--- config.mk ---
export PLATFORM = sky130hd
export DESIGN_NAME = iscr_top
export DESIGN_NICKNAME = d
export VERILOG_FILES = /design/src/logic/iscr_pkg.sv /design/src/logic/iscr_top.sv /design/src/logic/iscr_cell.sv
export SDC_FILE = /design/constraint.sdc
export NUM_CORES = 1
export LEC_CHECK = 0
export CELL_PAD_IN_SITES_DETAIL_PLACEMENT = 1
export CELL_PAD_IN_SITES_GLOBAL_PLACEMENT = 1
export CORE_UTILIZATION = 44
export CTS_CLUSTER_SIZE = 16
export DETAILED_ROUTE_END_ITERATION = 12
export DONT_BUFFER_PORTS = 1
export PLACE_DENSITY = 0.8
export SLEW_MARGIN = 25
export SYNTH_ARGS = -nofsm -noshare
export SYNTH_HDL_FRONTEND = slang
export SYNTH_SLANG_ARGS = --single-unit
--- constraint.sdc ---
create_clock -name I_CLK -period 4.6 [get_ports I_CLK]
set_input_delay 0.92 -clock I_CLK [delete_from_list [all_inputs] [get_ports I_CLK]]
set_output_delay 0.92 -clock I_CLK [all_outputs]
set_load 0.01 [all_outputs]
--- src/logic/iscr_pkg.sv ---
// Purpose: constants, types and decode for the i2c slave control register block
// Assumes: two peripheral instances, 40 MHz clock, registers reached over axi4-lite
// Notes: status and mask words sit beside each control word
package iscr_pkg;

	// ----------------------------------------
	// addresses
	// ----------------------------------------
	localparam int NUM_INST = 2;
	localparam logic [31:0] ADDR_CTL0 = 32'hffff08a8;
	localparam logic [31:0] ADDR_CTL1 = 32'hffff0928;
	localparam logic [31:0] INST_BASE [NUM_INST] = '{ADDR_CTL0, ADDR_CTL1};
	localparam logic [31:0] OFS_CTL = 32'h00000000;
	localparam logic [31:0] OFS_STS = 32'h00000008;
	localparam logic [31:0] OFS_MSK = 32'h0000000c;

	// ----------------------------------------
	// fields and reset values
	// ----------------------------------------
	localparam int BIT_TX = 10;
	localparam int BIT_RX = 9;
	localparam int BIT_STOP = 8;
	localparam int BIT_NACK = 7;
	localparam logic [15:0] CTL_WMASK = 16'h07ff;
	localparam logic [15:0] EVT_MASK = 16'h0700;
	localparam logic [15:0] CTL_RST = 16'h0000;
	localparam logic [15:0] STS_RST = 16'h0000;
	localparam logic [15:0] MSK_RST = 16'h0700;
	localparam logic [1:0] RESP_OKAY = 2'h0;
	localparam logic [1:0] RESP_SLVERR = 2'h2;

	// ----------------------------------------
	// types
	// ----------------------------------------
	typedef struct packed {
		logic tx_done;
		logic rx_done;
		logic stop_det;
	} iscr_evt_t;

	typedef struct packed {
		logic req;
		logic hw_ack;
	} iscr_ack_t;

	typedef enum logic [1:0] {
		SEL_CTL = 2'h0,
		SEL_STS = 2'h1,
		SEL_MSK = 2'h2
	} iscr_sel_t;

	typedef struct packed {
		logic hit;
		logic inst;
		iscr_sel_t sel;
	} iscr_dec_t;

	typedef enum logic [2:0] {
		WR_COLLECT = 3'h1,
		WR_COMMIT = 3'h2,
		WR_RESP = 3'h4
	} iscr_wr_st_t;

	// address to instance and word; misaligned or unknown is a miss
	function automatic iscr_dec_t iscr_decode(input logic [31:0] addr);
		iscr_dec_t d;
		logic [31:0] ofs;
		d = '0;
		ofs = '0;
		for (int i = 0; i < NUM_INST; i++) begin
			ofs = addr - INST_BASE[i];
			if (ofs == OFS_CTL || ofs == OFS_STS || ofs == OFS_MSK) begin
				d.hit = 1'b1;
				d.inst = 1'(i);
				d.sel = (ofs == OFS_CTL) ? SEL_CTL : ((ofs == OFS_STS) ? SEL_STS : SEL_MSK);
			end
		end
		return d;
	endfunction

endpackage

--- src/logic/iscr_top.sv ---
// Purpose: axi4-lite slave holding the slave control words of both i2c instances
// Assumes: one write and one read outstanding at most, per axi4-lite
// Notes: unmapped addresses answer slverr, reads of them return zero
//
// Decided for this implementation: register access over AXI4-Lite.
`timescale 1ns/1ps
module iscr_top
	import iscr_pkg::*;
(
	// clock and reset
	input wire logic I_CLK,
	input wire logic I_RST,
	// axi write address
	input wire logic [31:0] I_AWADDR,
	input wire logic I_AWVALID,
	output logic O_AWREADY,
	// axi write data
	input wire logic [31:0] I_WDATA,
	input wire logic [3:0] I_WSTRB,
	input wire logic I_WVALID,
	output logic O_WREADY,
	// axi write response
	output logic [1:0] O_BRESP,
	output logic O_BVALID,
	input wire logic I_BREADY,
	// axi read address
	input wire logic [31:0] I_ARADDR,
	input wire logic I_ARVALID,
	output logic O_ARREADY,
	// axi read data
	output logic [31:0] O_RDATA,
	output logic [1:0] O_RRESP,
	output logic O_RVALID,
	input wire logic I_RREADY,
	// slave engine events and ack slots
	input wire iscr_evt_t [NUM_INST-1:0] I_EVT,
	input wire iscr_ack_t [NUM_INST-1:0] I_ACK_REQ,
	// per-instance answers
	output logic [NUM_INST-1:0] O_IRQ,
	output logic [NUM_INST-1:0] O_NACK,
	output logic [NUM_INST-1:0] O_ACK_VALID
);

	// ----------------------------------------
	// declarations
	// ----------------------------------------
	iscr_wr_st_t wr_st_r;
	logic awready_r;
	logic wready_r;
	logic bvalid_r;
	logic [1:0] bresp_r;
	logic arready_r;
	logic rvalid_r;
	logic [1:0] rresp_r;
	logic [31:0] rdata_r;
	logic [31:0] awaddr_r;
	logic [15:0] wdata_r;
	logic [1:0] wstrb_r;
	iscr_dec_t wdec;
	iscr_dec_t rdec;
	logic [NUM_INST-1:0] cell_we;
	logic [15:0] cell_ctl [NUM_INST];
	logic [15:0] cell_sts [NUM_INST];
	logic [15:0] cell_msk [NUM_INST];
	logic [15:0] rd_word;

	// ----------------------------------------
	// write channels
	// ----------------------------------------

	// address decode of the held write and the offered read
	assign wdec = iscr_decode(awaddr_r);
	assign rdec = iscr_decode(I_ARADDR);

	// address and data captured in either order, ready drops while held
	always_ff @(posedge I_CLK) begin
		if (I_RST) begin
			awready_r <= 1'b1;
			wready_r <= 1'b1;
			awaddr_r <= 32'h00000000;
			wdata_r <= 16'h0000;
			wstrb_r <= 2'h0;
		end else begin
			if (I_AWVALID && awready_r) begin
				awready_r <= 1'b0;
				awaddr_r <= I_AWADDR;
			end
			if (I_WVALID && wready_r) begin
				wready_r <= 1'b0;
				wdata_r <= I_WDATA[15:0];
				wstrb_r <= I_WSTRB[1:0];
			end
			// reopen both only after the response is taken
			if (bvalid_r && I_BREADY) begin
				awready_r <= 1'b1;
				wready_r <= 1'b1;
			end
		end
	end

	// commit one cycle after both halves are held, then respond
	always_ff @(posedge I_CLK) begin
		if (I_RST) begin
			wr_st_r <= WR_COLLECT;
			bvalid_r <= 1'b0;
			bresp_r <= RESP_OKAY;
		end else begin
			unique case (wr_st_r)
				WR_COLLECT: begin
					if (!awready_r && !wready_r) begin
						wr_st_r <= WR_COMMIT;
					end
				end
				WR_COMMIT: begin
					wr_st_r <= WR_RESP;
					bvalid_r <= 1'b1;
					bresp_r <= wdec.hit ? RESP_OKAY : RESP_SLVERR;
				end
				WR_RESP: begin
					if (I_BREADY) begin
						wr_st_r <= WR_COLLECT;
						bvalid_r <= 1'b0;
					end
				end
				default: begin
					wr_st_r <= WR_COLLECT;
					bvalid_r <= 1'b0;
				end
			endcase
		end
	end

	// ----------------------------------------
	// read channels
	// ----------------------------------------

	// word selected by the read decode; a miss reads zero
	always_comb begin
		rd_word = 16'h0000;
		if (rdec.hit) begin
			unique case (rdec.sel)
				SEL_CTL: rd_word = cell_ctl[rdec.inst];
				SEL_STS: rd_word = cell_sts[rdec.inst];
				SEL_MSK: rd_word = cell_msk[rdec.inst];
				default: rd_word = 16'h0000;
			endcase
		end
	end

	// single-cycle read answer, upper half always zero
	always_ff @(posedge I_CLK) begin
		if (I_RST) begin
			arready_r <= 1'b1;
			rvalid_r <= 1'b0;
			rresp_r <= RESP_OKAY;
			rdata_r <= 32'h00000000;
		end else begin
			if (I_ARVALID && arready_r) begin
				arready_r <= 1'b0;
				rvalid_r <= 1'b1;
				rdata_r <= {16'h0000, rd_word};
				rresp_r <= rdec.hit ? RESP_OKAY : RESP_SLVERR;
			end else if (rvalid_r && I_RREADY) begin
				arready_r <= 1'b1;
				rvalid_r <= 1'b0;
			end
		end
	end

	assign O_AWREADY = awready_r;
	assign O_WREADY = wready_r;
	assign O_BVALID = bvalid_r;
	assign O_BRESP = bresp_r;
	assign O_ARREADY = arready_r;
	assign O_RVALID = rvalid_r;
	assign O_RRESP = rresp_r;
	assign O_RDATA = rdata_r;

	for (genvar g = 0; g < NUM_INST; g++) begin : g_inst
		// one register set per peripheral instance
		assign cell_we[g] = (wr_st_r == WR_COMMIT) && wdec.hit && (wdec.inst == 1'(g));

		iscr_cell u_cell (
			.i_clk(I_CLK),
			.i_rst(I_RST),
			.i_we(cell_we[g]),
			.i_sel(wdec.sel),
			.i_wdata(wdata_r),
			.i_wbe(wstrb_r),
			.i_evt(I_EVT[g]),
			.i_ack(I_ACK_REQ[g]),
			.o_ctl(cell_ctl[g]),
			.o_sts(cell_sts[g]),
			.o_msk(cell_msk[g]),
			.o_irq(O_IRQ[g]),
			.o_nack(O_NACK[g]),
			.o_ack_vld(O_ACK_VALID[g])
		);

	end
endmodule // iscr_top

--- src/logic/iscr_cell.sv ---
// Purpose: one instance of slave control, event status, mask, interrupt and ack answer
// Assumes: events and ack slots come from the slave engine on the same clock
// Notes: all outputs are flip-flops
`timescale 1ns/1ps
module iscr_cell
	import iscr_pkg::*;
(
	// clock and reset
	input wire logic i_clk,
	input wire logic i_rst,
	// register write port
	input wire logic i_we,
	input wire iscr_sel_t i_sel,
	input wire logic [15:0] i_wdata,
	input wire logic [1:0] i_wbe,
	// slave engine side
	input wire iscr_evt_t i_evt,
	input wire iscr_ack_t i_ack,
	// state out
	output logic [15:0] o_ctl,
	output logic [15:0] o_sts,
	output logic [15:0] o_msk,
	output logic o_irq,
	output logic o_nack,
	output logic o_ack_vld
);

	logic [15:0] ctl_r, ctl_nxt, sts_r, sts_nxt, msk_r, msk_nxt, be_m, ev_set;

	// next values; software write of the nack bit beats the hardware clear
	always_comb begin
		be_m = {{8{i_wbe[1]}}, {8{i_wbe[0]}}};
		ctl_nxt = ctl_r;
		// nack bit is spent by the slot it answers
		if (i_ack.req) begin
			ctl_nxt[BIT_NACK] = 1'b0;
		end
		if (i_we && i_sel == SEL_CTL) begin
			ctl_nxt = ((ctl_nxt & ~be_m) | (i_wdata & be_m)) & CTL_WMASK;
		end
		// events only latch while their enable is set
		ev_set = 16'h0000;
		ev_set[BIT_TX] = i_evt.tx_done & ctl_r[BIT_TX];
		ev_set[BIT_RX] = i_evt.rx_done & ctl_r[BIT_RX];
		ev_set[BIT_STOP] = i_evt.stop_det & ctl_r[BIT_STOP];
		// write one to clear, a same-cycle event wins
		sts_nxt = sts_r;
		if (i_we && i_sel == SEL_STS) begin
			sts_nxt = sts_r & ~(i_wdata & be_m & EVT_MASK);
		end
		sts_nxt = sts_nxt | ev_set;
		msk_nxt = msk_r;
		if (i_we && i_sel == SEL_MSK) begin
			msk_nxt = ((msk_r & ~be_m) | (i_wdata & be_m)) & EVT_MASK;
		end
	end

	// register state
	always_ff @(posedge i_clk) begin
		if (i_rst) begin
			ctl_r <= CTL_RST;
			sts_r <= STS_RST;
			msk_r <= MSK_RST;
		end else begin
			ctl_r <= ctl_nxt;
			sts_r <= sts_nxt;
			msk_r <= msk_nxt;
		end
	end

	// merged level interrupt, in step with status
	always_ff @(posedge i_clk) begin
		if (i_rst) begin
			o_irq <= 1'b0;
		end else begin
			o_irq <= |(sts_nxt & msk_nxt);
		end
	end

	// hardware decision unless the forced nack is armed
	always_ff @(posedge i_clk) begin
		if (i_rst) begin
			o_nack <= 1'b0;
			o_ack_vld <= 1'b0;
		end else begin
			o_ack_vld <= i_ack.req;
			if (i_ack.req) begin
				o_nack <= ctl_r[BIT_NACK] | ~i_ack.hw_ack;
			end
		end
	end

	assign o_ctl = ctl_r;
	assign o_sts = sts_r;
	assign o_msk = msk_r;

endmodule // iscr_cell

==> results of run 1 <==
## area by class of cell
cell class	instances	area, um^2	area share
clock buffers	10	239	0.0333
clock inverters	6	70.1	0.00976
inverters	25	93.8	0.0131
multi-input cells	732	4350	0.605
flip-flops and latches	106	2120	0.295
well taps	211	264	0.0368
repair buffers	6	45.0	0.00627
## cells in the mapped netlist, drive strengths merged, types with 9 or more instances
cell	instances
nand2	162
dfxtp	106
a21oi	77
nor2	66
clkbuf	51
o21ai	48
buf	47
mux2i	37
nand3	28
nor3	26
inv	25
nand4	23
nand2b	13
nor4	13
or3	12
mux2	11
o211ai	11
a31oi	10
nor2b	10
and3	9
## cells in the final DEF (no fill, tap or decap), drive strengths merged, types with 11 or more instances in the layout
master	n
nand4	23
conb	23
a21oi	77
o21ai	48
nor3	26
nand2b	13
nand2	162
mux2i	37
mux2	11
nand3	28
inv	28
o211ai	11
or3	12
nor2	66
nor4	13
dfxtp	106
## per-stage QoR
step	instances	instance area, um^2
floorplan	961	7050
global placement	1080	6870
detailed placement	1080	6870
CTS	1096	7180
global route	1096	7180
finish	1096	7180
## logic make-up (layout without fill, tap and decap cells)
family | Yosys count | in the layout | share of synthesized area
flip-flops | 106 | 106 | 0.305
AO/OA/AOI/OAI | 238 | 238 | 0.227
buffers and inverters | 123 | 47 | 0.0848
AND/OR/NAND/NOR | 409 | 409 | 0.293
adder cells (fa/ha/maj) | 2 | 2 | 0.00359
multiplexers | 48 | 48 | 0.0710
XOR/XNOR | 12 | 12 | 0.0151
other | 1 | 23 | 0.000538
## power groups by stage
stage          combinational, W  clock, W  sequential (W)
2_1_floorplan          0.000261         0        0.000986
3_3_place_gp           0.000236         0         0.00102
3_5_place_dp           0.000242         0         0.00102
4_1_cts                0.000245  0.000799         0.00100
5_1_grt                0.000275  0.000833         0.00101
6_report               0.000248  0.000789         0.00100
## routing by layer
| metal | GRT usage | vias up | wire [um] |
|---|---|---|---|
| met3 | 0.0622 | 24 | 1650 |
| met5 | 0 | - | 0 |
| met1 | 0.343 | 3246 | 9610 |
| met4 | 0.0817 | 0 | 361 |
| li1 | - | 3220 | - |
| met2 | 0.421 | 226 | 9630 |
## worst min-delay path: stages, from the launching register on
cell and delay (ns):
dfxtp_1 0.32, nand2_1 0.06, a21oi_1 0.05
## path summary, 6_finish.rpt
kind                       endpoint  cells after the start
max          g_inst[1].u_cell.o_irq                     11
min reg2reg              wdata_r[3]                      2
min                      wdata_r[3]                      2
max reg2reg  g_inst[1].u_cell.o_irq                     11
==> results.tsv, run 1 <==
stage	metric	value	unit
status	status	completed	
synth	synthCells	939	
route	drt-initial-drc-count	462	
global_route	grt_pass1_wl	33800	um
synth	ys_seq_area_frac	0.305	
timing	holdWs	0.471	ns
clocking	cts_root_buffer	clkbuf_16	
pwr	leakage	2.51	nW
synth	synth-edff-count	0	
timing	slew_headroom	0.534	
synth	postSynth.asyncResetShare	0	
route	viasPerCell	6.13	
worst_setup_path	reg2reg_slack	0.81	ns
floorplanning	core	15300	um^2
clocking	clkTransAtPathRegs	0.08	ns
floorplanning	top_level_ports	164	
timing	final_hold_viol_count	0	
worst_setup_path	worstPathMaxFanout	11	
layout	final_core_util	0.469	
clocking	cts_tree	yes	
pwr	comb_power_share	0.121	
floorplanning	rows	45	
pwr	ir_drop	178	uV
synth	synth_ff_type	dfxtp_1	
floorplanning	dieHeight	128	um
worst_setup_path	worst_ep_required_time	4.90	ns
global_route	grt_start_max_net_pins	89	
placement	place.gp.congestion	0.929	
global_route	grt.overflow.total	0	
worst_setup_path	crit_arrival	4.10	ns
synth	synth_area_leader_cell	dfxtp_1	
clocking	cts.sinks	106	
worst_hold_path	hp-class	reg2reg	
global_route	grt_pass1_vias	6486	
timing	setup_viol	0	
timing	fmax	0.264	GHz
synth	avgSynthCellArea	7.42	um^2
global_route	grt_usage	0.261	
placement	hpwlAfterDp	15600	um
pwr	clock_power_share	0.387	
pwr	p_int	0.00144	W
clocking	hold_buffers	0	
placement	port_buffers	0	
timing	rsz0062_at_grt	false	
floorplanning	dieArea	16300	um^2
timing	fin_crit	3.79	ns
timing	timing.setup.tns	0	ns
layout	area_growth	3.13	%
synth	synth_top_area_share	0.305	
worst_setup_path	cpMostUsedCell	mux2i_1	
worst_setup_path	end_kind	register	
timing	finalCritPeriodShare	0.825	
worst_setup_path	critPathLaunchType	register	
synth	yosysUniqueCellTypes	84	
worst_setup_path	path_cells	inv_1 -> ha_1 -> nand2b_1 -> a211oi_1 -> o21ai_0 -> mux2i_1 -> a2111oi_1 -> nand4_1 -> mux2i_1 -> nor4_1 -> a211o_1	
synth	synth_area	6960	um^2
route	wl_per_cell	19.4	um
layout	final_nets	999	
placement	place_ws	0.560	ns
worst_setup_path	crit_buf_inv	1	
pwr	power.total	0.00204	W
clocking	cts_buffers	9	
worst_setup_path	reg2reg_from	awaddr_r[3]	
route	dr.pass1.iters	5	
clocking	postCtsSetupBuffers	0	
timing	fin_skew	0.00671	ns
synth	ys_ff_latch	106	
layout	num-fill-cells	1962	
route	wl	21200	um
worst_hold_path	hp-start	wdata_r[3]	
job	maxCapViolations	0	
layout	n_antenna_cell	0	
layout	drive_gt1_frac	0.0689	
timing	slew_viol_final	0	
synth	ys.warnings.count	0	
clocking	clk_latency	0.36	ns
global_route	antenna_found_initial	0	
pwr	p_switching	0.000594	W
pwr	switching_share	0.291	
worst_setup_path	crit_family	compound AO/OA/AOI/OAI gates	
clocking	clock_path_buffers	2	
floorplanning	die_w	128	um
route	vias	6716	
clocking	cts_resized	0	
pwr	sequentialPowerShare	0.492	
worst_setup_path	slowest_stage	a211oi_1	
route	antenna_left	0	
worst_setup_path	slowest_delay	0.63	ns
synth	synth_area_leaders	dfxtp_1 30%, nand2_1 8.7%, a21oi_1 5.5%, mux2i_1 5.3%, nor2_1 3.5%	
pwr	p_per_area	284	nW/um^2
worst_setup_path	critPathKind	reg2reg	
floorplanning	initial_core_util	0.455	
timing	timing.final.ws_setup	0.806	ns
worst_setup_path	startpoint	awaddr_r[3]	
timing	worst_pin_slew	0.690	ns
route	route.detailed.drc	0	
clocking	htree_levels	3	
Note: power is estimated with default switching activity, not from simulation.
==> run 2, diff against run 1 <==
- clock period: 4.6 -> 3.5 ns (I/O delays scaled with it)
==> results.tsv, run 2 (same netlist as run 1, synthesis figures left out) <==
stage	metric	value	unit
status	status	completed	
global_route	grt_use_met1	0.347	
floorplanning	dieHeight	128	um
global_route	gr-max-usage-layer	met2	
placement	hpwlAfterDp	16400	um
timing	setup_viol	0	
worst_hold_path	hp-class	in2reg	
worst_setup_path	critPathLaunchType	primary input	
route	wl	21800	um
worst_setup_path	slowest_delay	0.53	ns
clocking	postCtsSetupBuffers	0	
clocking	cts_root_buffer	clkbuf_16	
layout	final_nets	1048	
pwr	comb_power_share	0.138	
timing	fin_skew	0.0119	ns
floorplanning	die_w	128	um
global_route	grt.overflow.total	0	
placement	port_buffers	0	
worst_setup_path	worstPathMaxFanout	13	
timing	timing.final.ws_setup	0.149	ns
worst_hold_path	hp-start	I_RST	
worst_setup_path	startpoint	I_ARADDR[6]	
clocking	clock_path_buffers	2	
pwr	switching_share	0.284	
global_route	grt_pass1_wl	35200	um
pwr	p_switching	0.000786	W
route	route.detailed.drc	0	
clocking	clkTransAtPathRegs	0.07	ns
placement	place.gp.congestion	0.902	
layout	area_growth	9.02	%
pwr	ir_drop	229	uV
worst_setup_path	slowest_stage	or4_1	
clocking	htree_levels	3	
layout	fin_area	7590	um^2
worst_setup_path	path_cells	or4_1 -> o211ai_2 -> a21oi_1 -> or4_1 -> o2bb2ai_1 -> or4_4 -> a2111oi_4 -> nand3b_2 -> o21ai_1	
worst_setup_path	crit_arrival	3.58	ns
worst_setup_path	worst_ep_required_time	3.73	ns
route	drt-initial-drc-count	542	
global_route	use_met3	0.0718	
pwr	p_per_area	365	nW/um^2
clocking	hold_buffers	0	
route	antenna_left	0	
layout	n_antenna_cell	0	
layout	multi_input_area	4370	um^2
layout	drive_gt1_frac	0.120	
layout	final_cell_mix	161 x nand2_1, 106 x dfxtp_1, 76 x a21oi_1	
worst_setup_path	reg2reg_from	awaddr_r[17]	
route	wl_per_cell	19.1	um
pwr	clock_power_share	0.394	
pwr	sequentialPowerShare	0.467	
global_route	use_met2	0.435	
floorplanning	core	15300	um^2
clocking	cts_resized	1	
layout	seqCellArea	2120	um^2
route	vias	6908	
worst_setup_path	reg2reg_slack	0.15	ns
worst_setup_path	cpMostUsedCell	or4_1	
global_route	grt_pass1_vias	6835	
timing	holdWs	0.406	ns
layout	final_common_cell	nand2_1	
pwr	p_int	0.00198	W
route	viasPerCell	6.03	
clocking	cts_tree	yes	
global_route	grt_usage	0.270	
placement	place_ws	-0.247	ns
floorplanning	initial_core_util	0.455	
placement	placed_cell_area	7240	um^2
timing	slew_headroom	0.513	
floorplanning	dieArea	16300	um^2
pwr	leakage	2.76	nW
timing	final_hold_viol_count	0	
clocking	clk_latency	0.36	ns
layout	num-fill-cells	1982	
timing	fmax	0.298	GHz
global_route	antenna_found_initial	1	
route	dr.pass1.iters	5	
floorplanning	rows	45	
timing	fin_crit	3.35	ns
floorplanning	top_level_ports	164	
job	maxCapViolations	0	
timing	slew_viol_final	0	
worst_setup_path	critPathKind	in2reg	
worst_setup_path	end_kind	register	
global_route	grt_start_max_net_pins	89	
timing	rsz0062_at_grt	false	
clocking	cts.sinks	106	
timing	worst_pin_slew	0.721	ns
timing	finalCritPeriodShare	0.957	
clocking	cts_buffers	9	
run 2: worst paths after layout:
check | to | depth (start not counted)
worst min register to register | awaddr_r[0] | 2
worst min-delay path | O_RVALID | 1
worst max register to register | g_inst[0].u_cell.o_irq | 11
worst max-delay path | O_RDATA[0] | 9
run 2: cell type report:
cell class / instances / share of cell area
multi-input combinational: 732 / 0.575
inverter: 25 / 0.0124
tap: 211 / 0.0348
timing repair buffer: 55 / 0.0544
clock buffer: 9 / 0.0297
clock inverter: 7 / 0.0138
sequential: 106 / 0.279
run 2: critical path: cells and delay by family:
family / cells / cell delay (ns)
AND/OR/NAND/NOR: 4 / 1.82
AO/OA/AOI/OAI: 5 / 1.05
run 2: through the flow:
| step | utilization | TNS [ns] | cells | total power (W) |
|---|---|---|---|---|
| 6_report | 0.496 | 0 | 1145 | 0.00277 |
| 5_1_grt | 0.496 | 0 | 1145 | 0.00288 |
| 4_1_cts | 0.494 | 0 | 1145 | 0.00278 |
| 3_5_place_dp | 0.472 | -1.97 | 1129 | 0.00169 |
| 3_3_place_gp | 0.472 | -1.29 | 1129 | 0.00168 |
| 2_1_floorplan | - | 0 | 961 | 0.00164 |
run 2: power groups by stage:
stage / sequential [W] / combinational (W) / clock [W]
2_1_floorplan: 0.00130 / 0.000343 / 0
6_report: 0.00129 / 0.000383 / 0.00109
5_1_grt: 0.00130 / 0.000422 / 0.00116
3_3_place_gp: 0.00132 / 0.000365 / 0
4_1_cts: 0.00129 / 0.000376 / 0.00111
3_5_place_dp: 0.00132 / 0.000373 / 0
run 2: metal layers:
metal  vias up  routed length [um]
met4         2                 525
met3        49                1660
met5         -                  13
met2       238               10000
met1      3301                9650
li1       3318                   -
==> run 3, diff against run 2 <==
- CORE_UTILIZATION: 44 -> 46
- PLACE_DENSITY: 0.8 -> 0.83
==> results.tsv, run 3 (same netlist as run 1, synthesis figures left out) <==
stage	metric	value	unit
global_route	grt_start_max_net_pins	89	
route	antenna_left	0	
floorplanning	initial_core_util	0.476	
worst_hold_path	worst_hold_path.num_cells	1	
timing	fin_skew	0.0102	ns
timing	slew_headroom	0.355	
placement	port_buffers	0	
route	viasPerCell	6.13	
pwr	leakage	2.71	nW
worst_setup_path	worst_ep_required_time	3.75	ns
timing	fmax	0.298	GHz
placement	dp_cells	1095	
worst_setup_path	ff2ff_path_depth	11	
floorplanning	top_level_ports	164	
layout	n_antenna_cell	0	
status	violations	design-rule violations	
clocking	clkTransAtPathRegs	0.07	ns
placement	place.gp.congestion	0.964	
worst_setup_path	end_kind	register	
clocking	cts_root_buffer	clkbuf_16	
route	vias	6808	
timing	finalCritPeriodShare	0.958	
job	maxCapViolations	0	
floorplanning	die_w	125	um
floorplanning	dieArea	15600	um^2
clocking	cts.sinks	106	
clocking	postCtsSetupBuffers	0	
clocking	clock_path_buffers	2	
floorplanning	core	14600	um^2
layout	final_core_util	0.510	
status	status	finished, violations left	
clocking	clk_latency	0.36	ns
worst_hold_path	hp-class	in2reg	
worst_setup_path	worstPathMaxFanout	3	
layout	final_common_cell	nand2_1	
route	wl	21500	um
timing	worst_pin_slew	0.968	ns
global_route	grt_pass1_vias	6575	
route	drt-initial-drc-count	557	
worst_setup_path	crit_arrival	3.60	ns
layout	final_cells	1111	
route	wl_per_cell	19.4	um
timing	fin_crit	3.35	ns
clocking	cts_tree	yes	
timing	holdWs	0.401	ns
timing	setup_viol	0	
floorplanning	rows	44	
clocking	cts_buffers	9	
timing	final_hold_viol_count	0	
floorplanning	dieHeight	125	um
layout	drive_gt1_frac	0.112	
global_route	grt.overflow.total	0	
layout	area_growth	7.19	%
layout	final_cell_mix	161 x nand2_1, 106 x dfxtp_1, 77 x a21oi_1	
pwr	ir_drop	259	uV
route	dr.pass1.iters	9	
layout	final_nets	1041	
global_route	grt_pass1_wl	34500	um
worst_setup_path	critPathKind	reg2reg	
timing	slew_viol_final	0	
worst_setup_path	critPathLaunchType	register	
global_route	grt_usage	0.272	
global_route	antenna_found_initial	0	
route	route.detailed.drc	22	
pwr	p_per_area	358	nW/um^2
clocking	htree_levels	3	
placement	hpwlAfterDp	16100	um
## run 3: cell count changes in the layout (fill, tap and decap cells not counted), sizes merged
cell,change
bufinv,-1
clkinv,-1
buf,-7
clkinvlp,+1
inv,+1
## run 3: cell type report
type | count | area, um^2
fillers | 1870 | 7180
inverters | 25 | 93.8
repair buffers | 48 | 360
clock inverters | 7 | 68.8
flip-flops and latches | 106 | 2120
well taps | 184 | 230
clock buffers | 9 | 225
multi-input cells | 732 | 4360
## run 3: worst paths after layout
| check | endpoint | from | slack (ns) |
|---|---|---|---|
| max | g_inst[1].u_cell.o_irq | awaddr_r[3] | 0.15 |
| min | g_inst[1].u_cell.o_ack_vld | I_RST | 0.40 |
| max reg2reg | g_inst[1].u_cell.o_irq | awaddr_r[3] | 0.15 |
| min reg2reg | awaddr_r[0] | awaddr_r[0] | 0.46 |
## run 3: stage by stage
| stage | worst slack (ns) | power, W | area, um^2 | setup TNS, ns |
|---|---|---|---|---|
| floorplan | 0.0737 | 0.00164 | 7050 | 0 |
| finish | 0.146 | 0.00267 | 7460 | 0 |
| detailed placement | -0.197 | 0.00169 | 7150 | -1.73 |
| global route | -0.0324 | 0.00279 | 7460 | -0.125 |
| global placement | -0.119 | 0.00168 | 7150 | -0.994 |
| CTS | 0.0638 | 0.00268 | 7440 | 0 |
## run 3: timing repair
item | in CTS | in global routing
resized for setup | 0 | 3
hold buffers | 0 | 0
endpoints found under the setup margin | 0 | 17
## run 3: power by group
| part | leakage (nW) | internal [W] | switching [W] |
|---|---|---|---|
| clock network | 0.143 | 0.000503 | 0.000500 |
| logic | 1.71 | 0.000153 | 0.000226 |
| registers | 0.863 | 0.00124 | 0.0000502 |
| total | 2.71 | 0.00190 | 0.000776 |
## run 3: routing by layer
metal | track usage | up-vias | share of wire
met1 | 0.366 | 3261 | 0.46
li1 | - | 3301 | -
met2 | 0.429 | 211 | 0.45
met4 | 0.0760 | 0 | 0.017
met5 | 0 | - | 0
met3 | 0.0723 | 35 | 0.075
## run 3: critical path, stage by stage (launching register included)
cell	delay, ns
dfxtp_1	0.34
inv_1	0.06
ha_1	0.23
nand2b_1	0.24
a211o_1	0.34
and3_1	0.20
or3b_2	0.46
a2111oi_0	0.45
nand4_1	0.29
mux2i_1	0.28
nor4_1	0.08
a211o_1	0.28
